**src/logic/obcdc_pkg.sv**
```systemverilog
/*
 * constants, table and carrier types for the bank c divider and driver
 * configuration slice. assumes one 125 mhz clock and a byte-wide register
 * port fed by the serial slave engine in the same clock domain.
 */
package obcdc_pkg;

  // byte addresses on the register port
  localparam logic [7:0] ADDR_DIV      = 8'h20;
  localparam logic [7:0] ADDR_RSVD_A   = 8'h21;
  localparam logic [7:0] ADDR_PWR_SRC  = 8'h22;
  localparam logic [7:0] ADDR_RSVD_B   = 8'h23;
  localparam logic [7:0] ADDR_OUT0     = 8'h24;
  localparam logic [7:0] ADDR_OUT1     = 8'h25;

  // field positions
  localparam int BIT_BANK_OFF  = 7;
  localparam int BIT_SRC_SEL   = 0;
  localparam int BIT_OUT_OFF   = 7;
  localparam int BIT_KIND      = 2;
  localparam int BIT_SWING_HI  = 1;
  localparam int BIT_SWING_LO  = 0;

  // reset values
  localparam logic [5:0] DIV_RESET   = 6'h0d;
  localparam logic       OFF_RESET   = 1'b0;
  localparam logic       SRC_RESET   = 1'b0;
  localparam logic       KIND_RESET  = 1'b0;
  localparam logic [1:0] SWING_RESET = 2'h0;

  // swing codes and levels in millivolts
  localparam logic [1:0] SWING_350 = 2'h0;
  localparam logic [1:0] SWING_500 = 2'h1;
  localparam logic [1:0] SWING_750 = 2'h2;
  localparam logic [9:0] MV_350    = 10'd350;
  localparam logic [9:0] MV_500    = 10'd500;
  localparam logic [9:0] MV_750    = 10'd750;
  localparam logic [9:0] MV_NONE   = 10'h000;

  // divide ratio per code; zero marks a reserved code
  localparam logic [7:0] RATIO_TAB [64] = '{
    8'd0,   8'd1,   8'd2,   8'd3,   8'd4,   8'd5,   8'd6,   8'd8,
    8'd9,   8'd10,  8'd12,  8'd14,  8'd15,  8'd16,  8'd18,  8'd20,
    8'd21,  8'd22,  8'd24,  8'd25,  8'd27,  8'd28,  8'd30,  8'd32,
    8'd33,  8'd35,  8'd36,  8'd40,  8'd42,  8'd44,  8'd45,  8'd48,
    8'd50,  8'd54,  8'd55,  8'd56,  8'd60,  8'd64,  8'd66,  8'd70,
    8'd72,  8'd80,  8'd84,  8'd88,  8'd90,  8'd96,  8'd100, 8'd108,
    8'd110, 8'd112, 8'd120, 8'd128, 8'd132, 8'd140, 8'd144, 8'd160,
    8'd176, 8'd180, 8'd200, 8'd220, 8'd0,   8'd0,   8'd0,   8'd0
  };
  localparam logic [7:0] RATIO_RESET = 8'd16;

  // divide code chosen by each state of the two bank select pins
  localparam logic [5:0] PIN_CODE [4] = '{6'h0d, 6'h0f, 6'h17, 6'h1f};

  typedef struct packed {
    logic       wr;
    logic       rd;
    logic [7:0] addr;
    logic [7:0] wdata;
  } obcdc_req_s;

  typedef struct packed {
    logic [5:0]      ratio_code;
    logic            bank_power_off;
    logic [1:0]      out_power_off;
    logic [1:0]      out_driver_kind;
    logic [1:0][1:0] out_swing_level;
  } obcdc_cfg_s;

endpackage : obcdc_pkg

```
**src/logic/obcdc_bank_cfg.sv**
```systemverilog
/*
 * bank c configuration slice: byte registers 20h..25h, pin or register
 * source select, divider held until the init toggle, per-output drive.
 * assumes the byte request port is driven by the serial slave engine on
 * i_mclk and the divider-init bit is a level from a register on i_mclk.
 */
// How it works
// - divide code maps by fixed table to 1..220; zero and top four reserved
// - new divide ratio waits until the divider-init bit toggles
// - divide code in bits 5:0 of byte 20h; 21h all reserved
// - 22h bank off bit 7, source bit 0; 24h/25h off, style, swing
// - bank power-off resets to zero, one powers the bank down
// - source zero takes settings from pins, one from registers
// - each output power-off bit resets zero, one powers output down
// - style bit zero selects lvds, one selects lvpecl
// - swing 00=350, 01=500, 10=750 mv, 11 reserved
`timescale 1ns/1ps
module obcdc_bank_cfg
  import obcdc_pkg::*;
(
  input  wire logic       i_mclk,
  input  wire logic       i_sys_rst,
  input  obcdc_req_s      i_req,
  input  wire logic       i_div_init,
  input  wire logic [1:0] i_bank_sel_pins,
  output logic      [7:0] o_reg_rdata,
  output logic            o_reg_rvalid,
  output obcdc_cfg_s      o_cfg,
  output logic      [7:0] o_divide_ratio,
  output logic            o_ratio_valid,
  output logic      [9:0] o_swing_mv0,
  output logic      [9:0] o_swing_mv1
);

  function automatic logic [9:0] swing_mv(input logic [1:0] code);
    unique case (code)
      SWING_350: swing_mv = MV_350;
      SWING_500: swing_mv = MV_500;
      SWING_750: swing_mv = MV_750;
      default:   swing_mv = MV_NONE;
    endcase
  endfunction : swing_mv

  logic [5:0]      div_code_reg;
  logic            bank_off_reg;
  logic            src_sel_reg;
  logic [1:0]      out_off_reg;
  logic [1:0]      kind_reg;
  logic [1:0][1:0] swing_reg;
  logic [5:0]      act_code;
  logic            init_prev;
  logic [1:0]      pin_meta;
  logic [1:0]      pin_sync;

  // register decode
  wire logic wr_div  = i_req.wr && (i_req.addr == ADDR_DIV);
  wire logic wr_pwr  = i_req.wr && (i_req.addr == ADDR_PWR_SRC);
  wire logic wr_out0 = i_req.wr && (i_req.addr == ADDR_OUT0);
  wire logic wr_out1 = i_req.wr && (i_req.addr == ADDR_OUT1);

  wire logic [7:0] rd_div  = {2'b00, div_code_reg};
  wire logic [7:0] rd_pwr  = {bank_off_reg, 6'h00, src_sel_reg};
  wire logic [7:0] rd_out0 = {out_off_reg[0], 4'h0, kind_reg[0],
                              swing_reg[0]};
  wire logic [7:0] rd_out1 = {out_off_reg[1], 4'h0, kind_reg[1],
                              swing_reg[1]};
  // reserved bytes and bits read as zero
  wire logic [7:0] next_rdata =
    (i_req.addr == ADDR_DIV)     ? rd_div  :
    (i_req.addr == ADDR_PWR_SRC) ? rd_pwr  :
    (i_req.addr == ADDR_OUT0)    ? rd_out0 :
    (i_req.addr == ADDR_OUT1)    ? rd_out1 : 8'h00;

  // source selection
  wire logic [5:0] pin_code = PIN_CODE[pin_sync];
  wire logic [5:0] sel_code = src_sel_reg ? div_code_reg : pin_code;
  wire logic       init_evt = i_div_init ^ init_prev;

  obcdc_cfg_s next_cfg;
  always_comb begin
    next_cfg                 = '0; // pin mode: powered, lvds, 350 mv
    next_cfg.ratio_code      = act_code;
    if (src_sel_reg) begin
      next_cfg.bank_power_off  = bank_off_reg;
      next_cfg.out_power_off   = out_off_reg;
      next_cfg.out_driver_kind = kind_reg;
      next_cfg.out_swing_level = swing_reg;
    end
  end

  always_ff @(posedge i_mclk) begin
    if (i_sys_rst) begin
      div_code_reg <= DIV_RESET;
      bank_off_reg <= OFF_RESET;
      src_sel_reg  <= SRC_RESET;
      out_off_reg  <= {2{OFF_RESET}};
      kind_reg     <= {2{KIND_RESET}};
      swing_reg    <= {2{SWING_RESET}};
    end else begin
      if (wr_div)
        div_code_reg <= i_req.wdata[5:0];
      if (wr_pwr) begin
        bank_off_reg <= i_req.wdata[BIT_BANK_OFF];
        src_sel_reg  <= i_req.wdata[BIT_SRC_SEL];
      end
      if (wr_out0) begin
        out_off_reg[0] <= i_req.wdata[BIT_OUT_OFF];
        kind_reg[0]    <= i_req.wdata[BIT_KIND];
        swing_reg[0]   <= i_req.wdata[BIT_SWING_HI:BIT_SWING_LO];
      end
      if (wr_out1) begin
        out_off_reg[1] <= i_req.wdata[BIT_OUT_OFF];
        kind_reg[1]    <= i_req.wdata[BIT_KIND];
        swing_reg[1]   <= i_req.wdata[BIT_SWING_HI:BIT_SWING_LO];
      end
    end
  end

  always_ff @(posedge i_mclk) begin
    if (i_sys_rst) begin
      act_code  <= DIV_RESET;
      init_prev <= 1'b0;
    end else begin
      init_prev <= i_div_init;
      if (init_evt)
        act_code <= sel_code;
    end
  end

  always_ff @(posedge i_mclk) begin
    if (i_sys_rst) begin
      pin_meta <= 2'h0;
      pin_sync <= 2'h0;
    end else begin
      pin_meta <= i_bank_sel_pins;
      pin_sync <= pin_meta;
    end
  end

  always_ff @(posedge i_mclk) begin
    if (i_sys_rst) begin
      o_reg_rdata  <= 8'h00;
      o_reg_rvalid <= 1'b0;
      o_cfg        <= '{ratio_code: DIV_RESET, default: '0};
      o_swing_mv0  <= MV_350;
      o_swing_mv1  <= MV_350;
    end else begin
      o_reg_rvalid <= i_req.rd;
      if (i_req.rd)
        o_reg_rdata <= next_rdata;
      o_cfg       <= next_cfg;
      o_swing_mv0 <= swing_mv(next_cfg.out_swing_level[0]);
      o_swing_mv1 <= swing_mv(next_cfg.out_swing_level[1]);
    end
  end

  obcdc_ratio_rom u_ratio_rom (
    .i_mclk    (i_mclk),
    .i_sys_rst (i_sys_rst),
    .i_code    (act_code),
    .o_ratio   (o_divide_ratio),
    .o_valid   (o_ratio_valid)
  );
endmodule : obcdc_bank_cfg

```
**src/logic/obcdc_ratio_rom.sv**
```systemverilog
/*
 * divide ratio lookup with registered output.
 * assumes the code input comes from logic on the same clock.
 */
`timescale 1ns/1ps
module obcdc_ratio_rom
  import obcdc_pkg::*;
(
  input  wire logic       i_mclk,
  input  wire logic       i_sys_rst,
  input  wire logic [5:0] i_code,
  output logic      [7:0] o_ratio,
  output logic            o_valid
);

  wire logic [7:0] next_ratio = RATIO_TAB[i_code];

  always_ff @(posedge i_mclk) begin
    if (i_sys_rst) begin
      o_ratio <= RATIO_RESET;
      o_valid <= 1'b1;
    end else begin
      o_ratio <= next_ratio;
      o_valid <= (next_ratio != 8'h00);
    end
  end

endmodule : obcdc_ratio_rom
```
**config.mk**
```make
export PLATFORM = sky130hd
export DESIGN_NAME = obcdc_bank_cfg
export DESIGN_NICKNAME = d
export VERILOG_FILES = /design/src/logic/obcdc_pkg.sv /design/src/logic/obcdc_bank_cfg.sv /design/src/logic/obcdc_ratio_rom.sv
export SDC_FILE = /design/constraint.sdc
export NUM_CORES = 1
export LEC_CHECK = 0
export BUFFER_PORTS_ARGS = -buffer_cell sky130_fd_sc_hd__buf_2
export CAP_MARGIN = 10
export CORE_UTILIZATION = 45
export CTS_BUF_LIST = sky130_fd_sc_hd__clkbuf_4 sky130_fd_sc_hd__clkbuf_8
export DETAILED_ROUTE_END_ITERATION = 7
export PLACE_DENSITY = 0.72
export SYNTH_ARGS = -nofsm -noshare
export SYNTH_HDL_FRONTEND = slang
export SYNTH_SLANG_ARGS = --single-unit
```
**constraint.sdc**
```tcl
create_clock -name i_mclk -period 1.8 [get_ports i_mclk]
set_input_delay 0.18 -clock i_mclk [delete_from_list [all_inputs] [get_ports i_mclk]]
set_output_delay 0.18 -clock i_mclk [all_outputs]
set_load 0.005 [all_outputs]
```
==> After elaboration in Yosys (flattened, before gate mapping) <==
Memory sizes are Yosys's and may differ from the RTL's.
Cells that the tools add are included.
Widths: inputs -> output; s select.
{ "word_totals": {"reg_bits": 80, "latch_bits": 0, "mem_bits_rw": 0, "rom_bits": 512, "inputBits": 23, "output_inout_bits": 53, "elab_cells": 61, "memories": 1} }
{ "op_classes": {"add_sub_neg": 0, "mul": 0, "n_div": 0, "magnitude_cmp": 2, "n_eq_ne": 8, "shifts": 0, "n_mux": 13, "bitwise": 4, "reduce_logical": 8} }
{ "mem_list": {"columns": ["name", "words", "word_bits", "rd", "rd_clocked_by_memory_dff", "write_ports", "line", "rtl"], "rows": [
  ["(name not given)", 64, 8, 1, 0, 0, "obcdc_ratio_rom.sv:16", "wire logic [7:0] next_ratio = RATIO_TAB[i_code];"]
]} }
{ "ops": {"columns": ["op", "n"], "rows": [
  ["$pmux 10 s3", 2],
  ["$mux 8", 6],
  ["$eq 8x6->1 const B", 4],
  ["$mux 6", 3],
  ["$bmux 6 s2", 1],
  ["$reduce_bool 8->1", 1],
  ["$ge 7x7->1 const B", 1],
  ["$not 6->7", 1],
  ["$eq 2x1->1 const B", 2],
  ["$eq 2x2->1 const B", 2],
  ["$logic_and 1x1->1", 4],
  ["$logic_not 2->1", 2],
  ["$mux 4", 1],
  ["$ge 3x3->1 const B", 1],
  ["$not 2->3", 1],
  ["$reduce_or 2->1", 1],
  ["$not 1->1", 1],
  ["$xor 1x1->1", 1]
]} }

==> Depth between registers and ports, before layout <==
Gate-level depths: netlist (run 1).
{ "logic_depth": {"ltp_word": 5, "ltp_mapped": 8, "depth_no_buf": 8} }

==> Cells and area by module <==
Synthesis (run 1) repeated with hierarchy kept, for this count alone.
{ "unflattened": {"cells_unflattened": 357, "area_unflattened_um2": 3255.6} }
{ "modules_own_cells": {"columns": ["mod", "n_inst", "cells_per_inst", "area_per_inst_um2", "seq_area_each_um2"], "rows": [
  ["obcdc_bank_cfg", 1, 234, 2298.5, 1201.2],
  ["obcdc_ratio_rom", 1, 123, 957.2, 180.2]
]} }

==> Worst setup path after synthesis (run 1) <==
Ideal clock, no wire load.
{ "synth_timing": {"path_type": "register to register", "start": "register act_code[1]", "end": "register u_ratio_rom.o_valid", "setup_time_ps": 140, "arrival_time_ps": 1782, "required_time_ps": 1660, "path_slack_ps": -122, "stages_incl_launch_ff": 9, "path_buffers": 0, "period_less_slack_ps": 1922, "path_cell_list": "dfxtp_1 inv_1 ha_1 or3_1 o211ai_1 o221ai_1 nor3_1 and3_1 nand4_1"} }
{ "synth_between": {"elab_chain_cells": 5} }
{ "synth_rtl": {"columns": ["element", "line", "rtl"], "rows": [
  ["from (decl)", "obcdc_bank_cfg.sv:50", "logic [5:0] act_code;"],
  ["from (signal assigned)", "obcdc_bank_cfg.sv:126", "act_code <= sel_code;"],
  ["$not 6->7 (not written as such)", "obcdc_ratio_rom.sv:16", null],
  ["$mem_v2 64x8", null, null],
  ["$mux 8 (not written as such) (2 in a row)", "obcdc_ratio_rom.sv:16", null],
  ["$reduce_bool 8->1", "obcdc_ratio_rom.sv:24", "o_valid <= (next_ratio != 8'h00);"],
  ["to (signal assigned)", "obcdc_ratio_rom.sv:24", null],
  ["to (decl)", "obcdc_ratio_rom.sv:13", "output logic o_valid"]
]} }
Every way passes these cells. The select of a mux whose other input is x is not followed.
A chain may end at the register's enable or synchronous reset.

==> Worst setup path after layout (run 1) <==
{ "layout_timing": {"start": "register act_code[0]", "end": "register u_ratio_rom.o_valid"} }
Same word-level chain as after synthesis.

==> impl_metrics.py, run 1 <==
metrics = {
    "cells_and_area": {
        "n_antenna_cell": 0,
        "fin_nets": 458,
        "stdcell_count": 523,
        "area_growth_pct": 22.0,
        "drive_above_1_share": 0.309,
        "fillers": 630,
        "largest_register_ffs": 15,
        "utilization": 0.567,
        "top_regs": "o_cfg: 15 flops, u_ratio_rom.o_ratio: 8 flops, o_reg_rdata: 7 flops",
        "top_register": "o_cfg",
        "fin_area_sq_um": 3850,
    },
    "placed_design": {
        "placed_area_sq_um": 3650,
        "dp_cells": 508,
        "dp_slack_ns": -0.128,
        "gp_congestion": 0.912,
        "place_hpwl_mm": 4.78,
        "io_buffers": 71,
    },
    "cts": {
        "path_clk_slew_ns": 0.07,
        "worstSkewPairLatency_ns": 0.35,
        "cts-root-buf": "clkbuf_8",
        "clockBufferDepth": 2,
        "h-tree-depth": 3,
        "cts_buffers": 9,
        "cts.sinks": 69,
        "cts_tree": "built",
        "cts_hold_buf": 0,
    },
    "synthesis": {
        "synth_top_area_frac": 0.437,
        "yosysTopAreaCell": "dfxtp_1",
        "avgSynthCellArea_sq_um": 9.08,
        "synthFlopType": "dfxtp_1",
        "yosys_warnings": 0,
        "ys_ff_latch": 69,
        "yosysMostFrequentCell": "dfxtp_1",
        "synth_cell_types": 50,
        "synth_edf_count": 0,
        "yosys-top-cells-area": "dfxtp_1 44%, ha_1 4.4%, nor2_1 4.2%, nor2b_1 4.2%, mux2i_1 4.1%",
        "ys_seq_area_frac": 0.437,
        "synthArstFlopShare": 0,
        "synth_cells": 348,
        "synthTopCellsByCount": "69 x dfxtp_1, 35 x nor2_1, 21 x nor2b_1, 17 x nand2_1, 16 x nand2b_1",
        "syn_area_sq_um": 3160,
    },
    "timing": {
        "min_period_ns": 1.86,
        "max_clock_freq_mhz": 537,
        "hold_ws_ns": 0.0410,
        "hold_viol": 0,
        "slew_violations": 0,
        "rsz0062_at_grt": "yes",
        "setup_violations": 1,
        "worst_slack_ns": -0.0636,
        "post-route-period-util": 1.04,
        "fin_worst_skew_ns": 0.0110,
    },
    "flow_run": {
        "maxCapViolations": 0,
    },
    "grt": {
        "grt_pass1_wl_mm": 11.0,
        "met3_usage": 0.0626,
        "grt_util_met2": 0.297,
        "busiest_layer": "met2",
        "antenna_found_initial": 0,
        "grt_start_max_net_pins": 47,
        "met1_usage": 0.246,
        "first_global_vias": 2369,
        "grt_usage": 0.191,
        "grt.overflow.total": 0,
    },
    "setup_path": {
        "crit_type": "register to register",
        "critical_path_required_ns": 2.01,
        "cp_max_fo": 4,
        "r2r_slack_ns": -0.06,
        "worstSetupEndpointType": "register",
        "startpoint_type": "register",
        "arrival_ns": 2.07,
    },
    "detailed_routing": {
        "dr.pass1.iters": 4,
        "postRouteAntennaNets": 0,
        "wl_mm": 6.62,
        "vias": 2673,
        "wire_per_inst_um": 12.7,
        "drt_iter0_drc": 196,
        "viasPerCell": 5.11,
        "drc": 0,
    },
    "min_path": {
        "worstHoldPathType": "input port to register",
    },
    "floorplanning": {
        "die_x_um": 85.8,
        "rows": 30,
        "start_util": 0.465,
        "io_pins": 76,
        "die_area_sq_um": 7360,
        "die-height_um": 85.8,
        "core-area_sq_um": 6790,
    },
    "outcome": {
        "status": "complete, but fails checks",
        "violations": "negative setup slack",
    },
    "power_and_ir_drop": {
        "power.density_nw_per_um2": 762,
        "power_leakage_nw": 1.63,
        "peakVddDrop_mv": 0.425,
    },
}
[worst max-delay path, cell delays in order (launching register included)]
cell and delay (ns):
dfxtp_4 0.38, inv_4 0.05, ha_4 0.26, nand2_1 0.09, a32oi_1 0.21, mux2i_1 0.11, a311oi_2 0.32, and3_1 0.21
nand4_1 0.09
[layer usage]
layer | up-vias | wire [um]
li1 | 1335 | -
met1 | 1237 | 3150
met2 | 92 | 3010
met3 | 9 | 387
met4 | 0 | 77
met5 | - | 0
[where the power goes]
part | internal (mW) | leakage [nW] | switching, mW | total, mW
Sequential | 1.55 | 0.560 | 0.0181 | 1.57
Clock | 0.520 | 0.0823 | 0.566 | 1.09
Combinational | 0.124 | 0.987 | 0.154 | 0.278
[layout by cell type, fill, tap and decap left out, types with 3 or more instances in the layout]
master	count
and2_1	13
and3_2	3
inv_1	8
nand3_1	11
nor3_1	7
a21oi_1	15
or2_2	3
nor2b_1	21
conb_1	3
ha_1	9
nand2_1	17
a32oi_1	3
dfxtp_1	66
buf_2	71
mux2i_1	13
o211ai_1	5
o21ai_0	12
clkbuf_8	9
a22oi_1	7
a311oi_1	3
nor2_1	35
a211o_1	4
a211oi_1	6
nand2b_1	16
nand3b_1	4
buf_4	25
[through the flow]
step / TNS (ns) / total power [mW]
2_1_floorplan: 0 / 1.78
4_1_cts: -0.00659 / 2.95
3_3_place_gp: -0.0251 / 1.87
5_1_grt: -0.163 / 3.06
3_5_place_dp: -0.128 / 1.87
6_report: -0.0636 / 2.94
[logic make-up after synthesis]
family	count (synthesis)	synth area share
AO/OA/AOI/OAI	66	0.144
XOR/XNOR	1	0.00277
adder cells (fa/ha/maj)	11	0.0436
buffers and inverters	45	0.0776
flip-flops	69	0.437
multiplexers	15	0.0483
other	1	0.00119
AND/OR/NAND/NOR	140	0.246
[what timing repair did]
action                                  in CTS  in global routing
cloned                                       0                  0
pin swaps                                    1                  3
gates resized for setup                      6                  3
buffers inserted                             0                  1
endpoints found under the setup margin       1                  2
[final timing paths]
path / from / to / depth (start not counted)
worst min register to register: pin_meta[0] / pin_sync[0] / 1
worst max register to register: act_code[0] / u_ratio_rom.o_valid / 8
worst min-delay path: i_bank_sel_pins[1] / pin_meta[1] / 2
worst max-delay path: act_code[0] / u_ratio_rom.o_valid / 8
[area by class of cell]
class                           instances  area (sq um)  area share
Clock buffer                           11           139      0.0360
Clock inverter                          3          25.0     0.00649
Inverter                               11          43.8      0.0114
Multi-Input combinational cell        236          1580       0.409
Sequential cell                        69          1390       0.360
Tap cell                               96           120      0.0312
Timing Repair Buffer                   97           563       0.146
Power figures use the tool's default switching activity.
==> run 2, diff against run 1 <==
Settings changed: BUFFER_PORTS_ARGS -buffer_cell sky130_fd_sc_hd__buf_2 to -buffer_cell sky130_fd_sc_hd__clkbuf_2.
==> impl_metrics.py, run 2 (same netlist as run 1, synthesis figures left out) <==
metrics = {
    "outcome": {
        "status": "complete, but fails checks",
        "violations": "negative setup slack",
    },
    "setup_path": {
        "cp_max_fo": 5,
        "arrival_ns": 2.02,
        "r2r_slack_ns": -0.009,
        "startpoint_type": "register",
        "critical_path_required_ns": 2.02,
        "crit_type": "register to register",
        "worstSetupEndpointType": "register",
        "rr_startpoint": "act_code[1]",
        "crit_path_start": "act_code[1]",
    },
    "cts": {
        "worstSkewPairLatency_ns": 0.35,
        "cts_hold_buf": 0,
        "cts_tree": "built",
        "cts-root-buf": "clkbuf_8",
        "clockBufferDepth": 2,
        "path_clk_slew_ns": 0.08,
        "h-tree-depth": 3,
        "cts.sinks": 69,
        "cts_buffers": 9,
    },
    "timing": {
        "min_period_ns": 1.81,
        "fin_worst_skew_ns": 0.00687,
        "setup_violations": 1,
        "slew_violations": 0,
        "setup_tns_ns": -0.00930,
        "rsz0062_at_grt": "yes",
        "post-route-period-util": 1.01,
        "max_clock_freq_mhz": 553,
        "worst_slack_ns": -0.00930,
        "hold_viol": 0,
    },
    "floorplanning": {
        "core-area_sq_um": 6790,
        "die_area_sq_um": 7360,
        "start_util": 0.465,
        "die_x_um": 85.8,
        "io_pins": 76,
        "rows": 30,
        "die-height_um": 85.8,
    },
    "cells_and_area": {
        "n_antenna_cell": 0,
        "multi_input_area_sq_um": 1570,
        "largest_register_ffs": 15,
        "top_register": "o_cfg",
        "drive_above_1_share": 0.327,
        "top_regs": "o_cfg: 15 flops, u_ratio_rom.o_ratio: 8 flops, o_reg_rdata: 7 flops",
        "mostFrequentLayoutCells": "71 x clkbuf_2, 66 x dfxtp_1, 35 x nor2_1",
        "fin_nets": 463,
        "utilization": 0.582,
        "area_growth_pct": 25.1,
        "fillers": 630,
        "layout_commonest_cell": "clkbuf_2",
        "register_area_sq_um": 1390,
    },
    "detailed_routing": {
        "drc": 0,
        "viasPerCell": 5.01,
        "wire_per_inst_um": 12.8,
        "drt_iter0_drc": 131,
        "vias": 2653,
        "dr.pass1.iters": 4,
        "wl_mm": 6.78,
        "postRouteAntennaNets": 0,
    },
    "placed_design": {
        "place_hpwl_mm": 4.90,
        "io_buffers": 71,
        "gp_congestion": 0.828,
        "dp_slack_ns": -0.0995,
    },
    "grt": {
        "met1_usage": 0.265,
        "busiest_layer": "met2",
        "met3_usage": 0.0520,
        "grt_util_met2": 0.321,
        "grt_pass1_wl_mm": 11.5,
        "antenna_found_initial": 0,
        "grt_start_max_net_pins": 47,
        "grt.overflow.total": 0,
        "first_global_vias": 2367,
        "grt_usage": 0.200,
    },
    "min_path": {
        "worstHoldPathType": "input port to register",
        "hp-start": "i_bank_sel_pins[1]",
    },
    "power_and_ir_drop": {
        "power.density_nw_per_um2": 838,
        "power_leakage_nw": 1.67,
        "power_mw": 3.31,
        "peakVddDrop_mv": 0.533,
    },
    "flow_run": {
        "maxCapViolations": 0,
    },
}
## run 2: cell types whose count changed in the layout (fill, tap and decap cells not counted), moves of 2 or more
cell       before  now
buf_4          25   30
ha_1            9    6
ha_2            1    4
inv_6           0    3
buf_2          71    0
clkbuf_4        2    0
clkinv_4        2    0
clkbuf_2        0   71
bufinv_16       0    2
## run 2: path summary, 6_finish.rpt
kind	endpoint	depth (start not counted)
worst min register to register	pin_sync[0]	1
worst max register to register	u_ratio_rom.o_valid	8
worst max-delay path	u_ratio_rom.o_valid	8
worst min-delay path	pin_meta[1]	2
## run 2: routing by layer
layer | part of all wire | up-vias
li1 | - | 1347
met4 | 0.011 | 0
met5 | 0 | -
met1 | 0.48 | 1213
met2 | 0.46 | 85
met3 | 0.047 | 8
## run 2: area by class of cell
cell class | count | share of cell area
clock buffer | 9 | 0.0313
inverter | 11 | 0.0114
multi-input combinational | 236 | 0.397
sequential | 69 | 0.351
timing repair buffer | 102 | 0.152
tap | 96 | 0.0304
clock inverter | 7 | 0.0266
## run 2: metrics by stage
stage / hold WS [ns] / instance area (sq um) / instances
floorplan: 0.308 / 3180 / 350
global placement: 0.394 / 3680 / 512
detailed placement: 0.425 / 3680 / 512
CTS: 0.0574 / 3950 / 530
global route: 0.0540 / 3950 / 530
finish: 0.0593 / 3950 / 530
## run 2: worst max-delay path: stages, from the launching register on
cell,delay [ns]
dfxtp_2,0.33
buf_4,0.14
ha_2,0.20
a21oi_1,0.15
a221o_1,0.15
o21ai_0,0.10
a311oi_2,0.31
and3_1,0.21
nand4_1,0.10
## run 2: what timing repair did
item,in CTS,in global routing
endpoints found under the hold margin,0,0
gates cloned,0,0
gates resized for setup,8,3
setup buffers,2,0
pin swaps,4,1
endpoints found under the setup margin,1,4
## run 2: power by group
part           internal [mW]  switching (mW)  total (mW)
Combinational          0.135           0.157       0.292
Clock                  0.804           0.644        1.45
Sequential              1.55          0.0183        1.57
==> run 3, diff against run 2 <==
Settings changed: CTS_CLUSTER_SIZE set to 12, TNS_END_PERCENT set to 5.
==> impl_metrics.py, run 3 (same netlist as run 1, synthesis figures left out) <==
metrics = {
    "outcome": {
        "status": "complete, but fails checks",
        "violations": "negative setup slack",
    },
    "timing": {
        "post-route-period-util": 1.01,
        "worst_slack_ns": -0.00930,
        "fin_worst_skew_ns": 0.00687,
        "slew_violations": 0,
        "min_period_ns": 1.81,
        "max_clock_freq_mhz": 553,
        "hold_viol": 0,
        "rsz0062_at_grt": "yes",
        "setup_violations": 1,
    },
    "detailed_routing": {
        "wire_per_inst_um": 12.8,
        "drc": 0,
        "dr.pass1.iters": 4,
        "wl_mm": 6.78,
        "drt_iter0_drc": 131,
        "viasPerCell": 5.01,
        "postRouteAntennaNets": 0,
        "vias": 2653,
    },
    "grt": {
        "grt.overflow.total": 0,
        "first_global_vias": 2367,
        "grt_pass1_wl_mm": 11.5,
        "antenna_found_initial": 0,
        "grt_usage": 0.200,
        "grt_start_max_net_pins": 47,
    },
    "cells_and_area": {
        "utilization": 0.582,
        "top_regs": "o_cfg: 15 flops, u_ratio_rom.o_ratio: 8 flops, o_reg_rdata: 7 flops",
        "mostFrequentLayoutCells": "71 x clkbuf_2, 66 x dfxtp_1, 35 x nor2_1",
        "layout_commonest_cell": "clkbuf_2",
        "largest_register_ffs": 15,
        "area_growth_pct": 25.1,
        "top_register": "o_cfg",
        "drive_above_1_share": 0.327,
        "fin_nets": 463,
        "n_antenna_cell": 0,
    },
    "cts": {
        "h-tree-depth": 3,
        "clockBufferDepth": 2,
        "cts_hold_buf": 0,
        "worstSkewPairLatency_ns": 0.35,
        "path_clk_slew_ns": 0.08,
        "cts_tree": "built",
        "cts_buffers": 9,
        "cts-root-buf": "clkbuf_8",
        "cts.sinks": 69,
    },
    "floorplanning": {
        "die_x_um": 85.8,
        "start_util": 0.465,
        "die_area_sq_um": 7360,
        "die-height_um": 85.8,
        "rows": 30,
        "io_pins": 76,
        "core-area_sq_um": 6790,
    },
    "setup_path": {
        "crit_path_start": "act_code[1]",
        "worstSetupEndpointType": "register",
        "r2r_slack_ns": -0.009,
        "rr_worst_depth": 8,
        "arrival_ns": 2.02,
        "crit_end": "u_ratio_rom.o_valid",
        "cp_max_fo": 5,
        "rr_startpoint": "act_code[1]",
        "worstReg2RegEnd": "u_ratio_rom.o_valid",
        "startpoint_type": "register",
        "crit_type": "register to register",
        "critical_path_required_ns": 2.02,
    },
    "placed_design": {
        "io_buffers": 71,
        "dp_slack_ns": -0.0995,
        "place_hpwl_mm": 4.90,
        "gp_congestion": 0.828,
    },
    "flow_run": {
        "maxCapViolations": 0,
    },
    "power_and_ir_drop": {
        "pwr-share-comb": 0.088,
        "power.density_nw_per_um2": 838,
        "sw_frac_of_total": 0.248,
        "power_mw": 3.31,
        "seqPwrFrac": 0.475,
        "switchingPower_uw": 820,
        "peakVddDrop_mv": 0.533,
        "pwr-share-clk": 0.437,
        "power_leakage_nw": 1.67,
        "p_int_mw": 2.49,
    },
    "min_path": {
        "worstHoldPathType": "input port to register",
    },
}
==> run 3: cell counts in the layout (fill, tap and decap cells not counted) <==
Identical to the previous run, type by type.
==> run 3: area by class of cell <==
class,count,area (sq um)
fillers,630,2840
multi-input cells,236,1570
flip-flops and latches,69,1390
repair buffers,102,601
clock buffers,9,124
well taps,96,120
clock inverters,7,105
inverters,11,45.0
==> run 3: routing by layer <==
metal	routed length, um	global-route usage	up-vias
met1	3260	0.265	1213
li1	-	-	1347
met2	3130	0.321	85
met5	0	0	-
met3	319	0.0520	8
met4	76	0.0591	0
==> run 3: worst min-delay path by stage <==
stage / from / end / slack [ns] / cells after the start
detailed placement: i_bank_sel_pins[1] / pin_meta[1] / 0.43 / 2
global route: i_bank_sel_pins[1] / pin_meta[1] / 0.05 / 2
global placement: i_bank_sel_pins[1] / pin_meta[1] / 0.39 / 2
finish: i_bank_sel_pins[1] / pin_meta[1] / 0.06 / 2
floorplan: i_div_init / init_prev / 0.31 / 1
CTS: i_bank_sel_pins[1] / pin_meta[1] / 0.06 / 2
==> run 3: per-stage QoR <==
stage	hold WS, ns	TNS (ns)	instance area (sq um)	instances
2_1_floorplan	0.308	0	3180	350
6_report	0.0593	-0.00930	3950	530
3_5_place_dp	0.425	-0.0995	3680	512
3_3_place_gp	0.394	-0.0485	3680	512
4_1_cts	0.0574	0	3950	530
5_1_grt	0.0540	-0.132	3950	530
==> run 3: power groups by stage <==
stage / sequential, mW / combinational, mW / clock, mW
floorplan: 1.61 / 0.172 / 0
global placement: 1.61 / 0.277 / 0
detailed placement: 1.61 / 0.280 / 0
CTS: 1.57 / 0.291 / 1.48
global route: 1.58 / 0.323 / 1.56
finish: 1.57 / 0.292 / 1.45
==> run 3: worst max-delay path, cell delays in order (launching register included) <==
cell      delay [ns]
dfxtp_2         0.33
buf_4           0.14
ha_2            0.20
a21oi_1         0.15
a221o_1         0.15
o21ai_0         0.10
a311oi_2        0.31
and3_1          0.21
nand4_1         0.10
==> run 3: what timing repair did <==
action	in CTS	in global routing
endpoints found under the setup margin	1	4
setup buffers	2	0
gates resized for setup	8	3
pin swaps	4	1
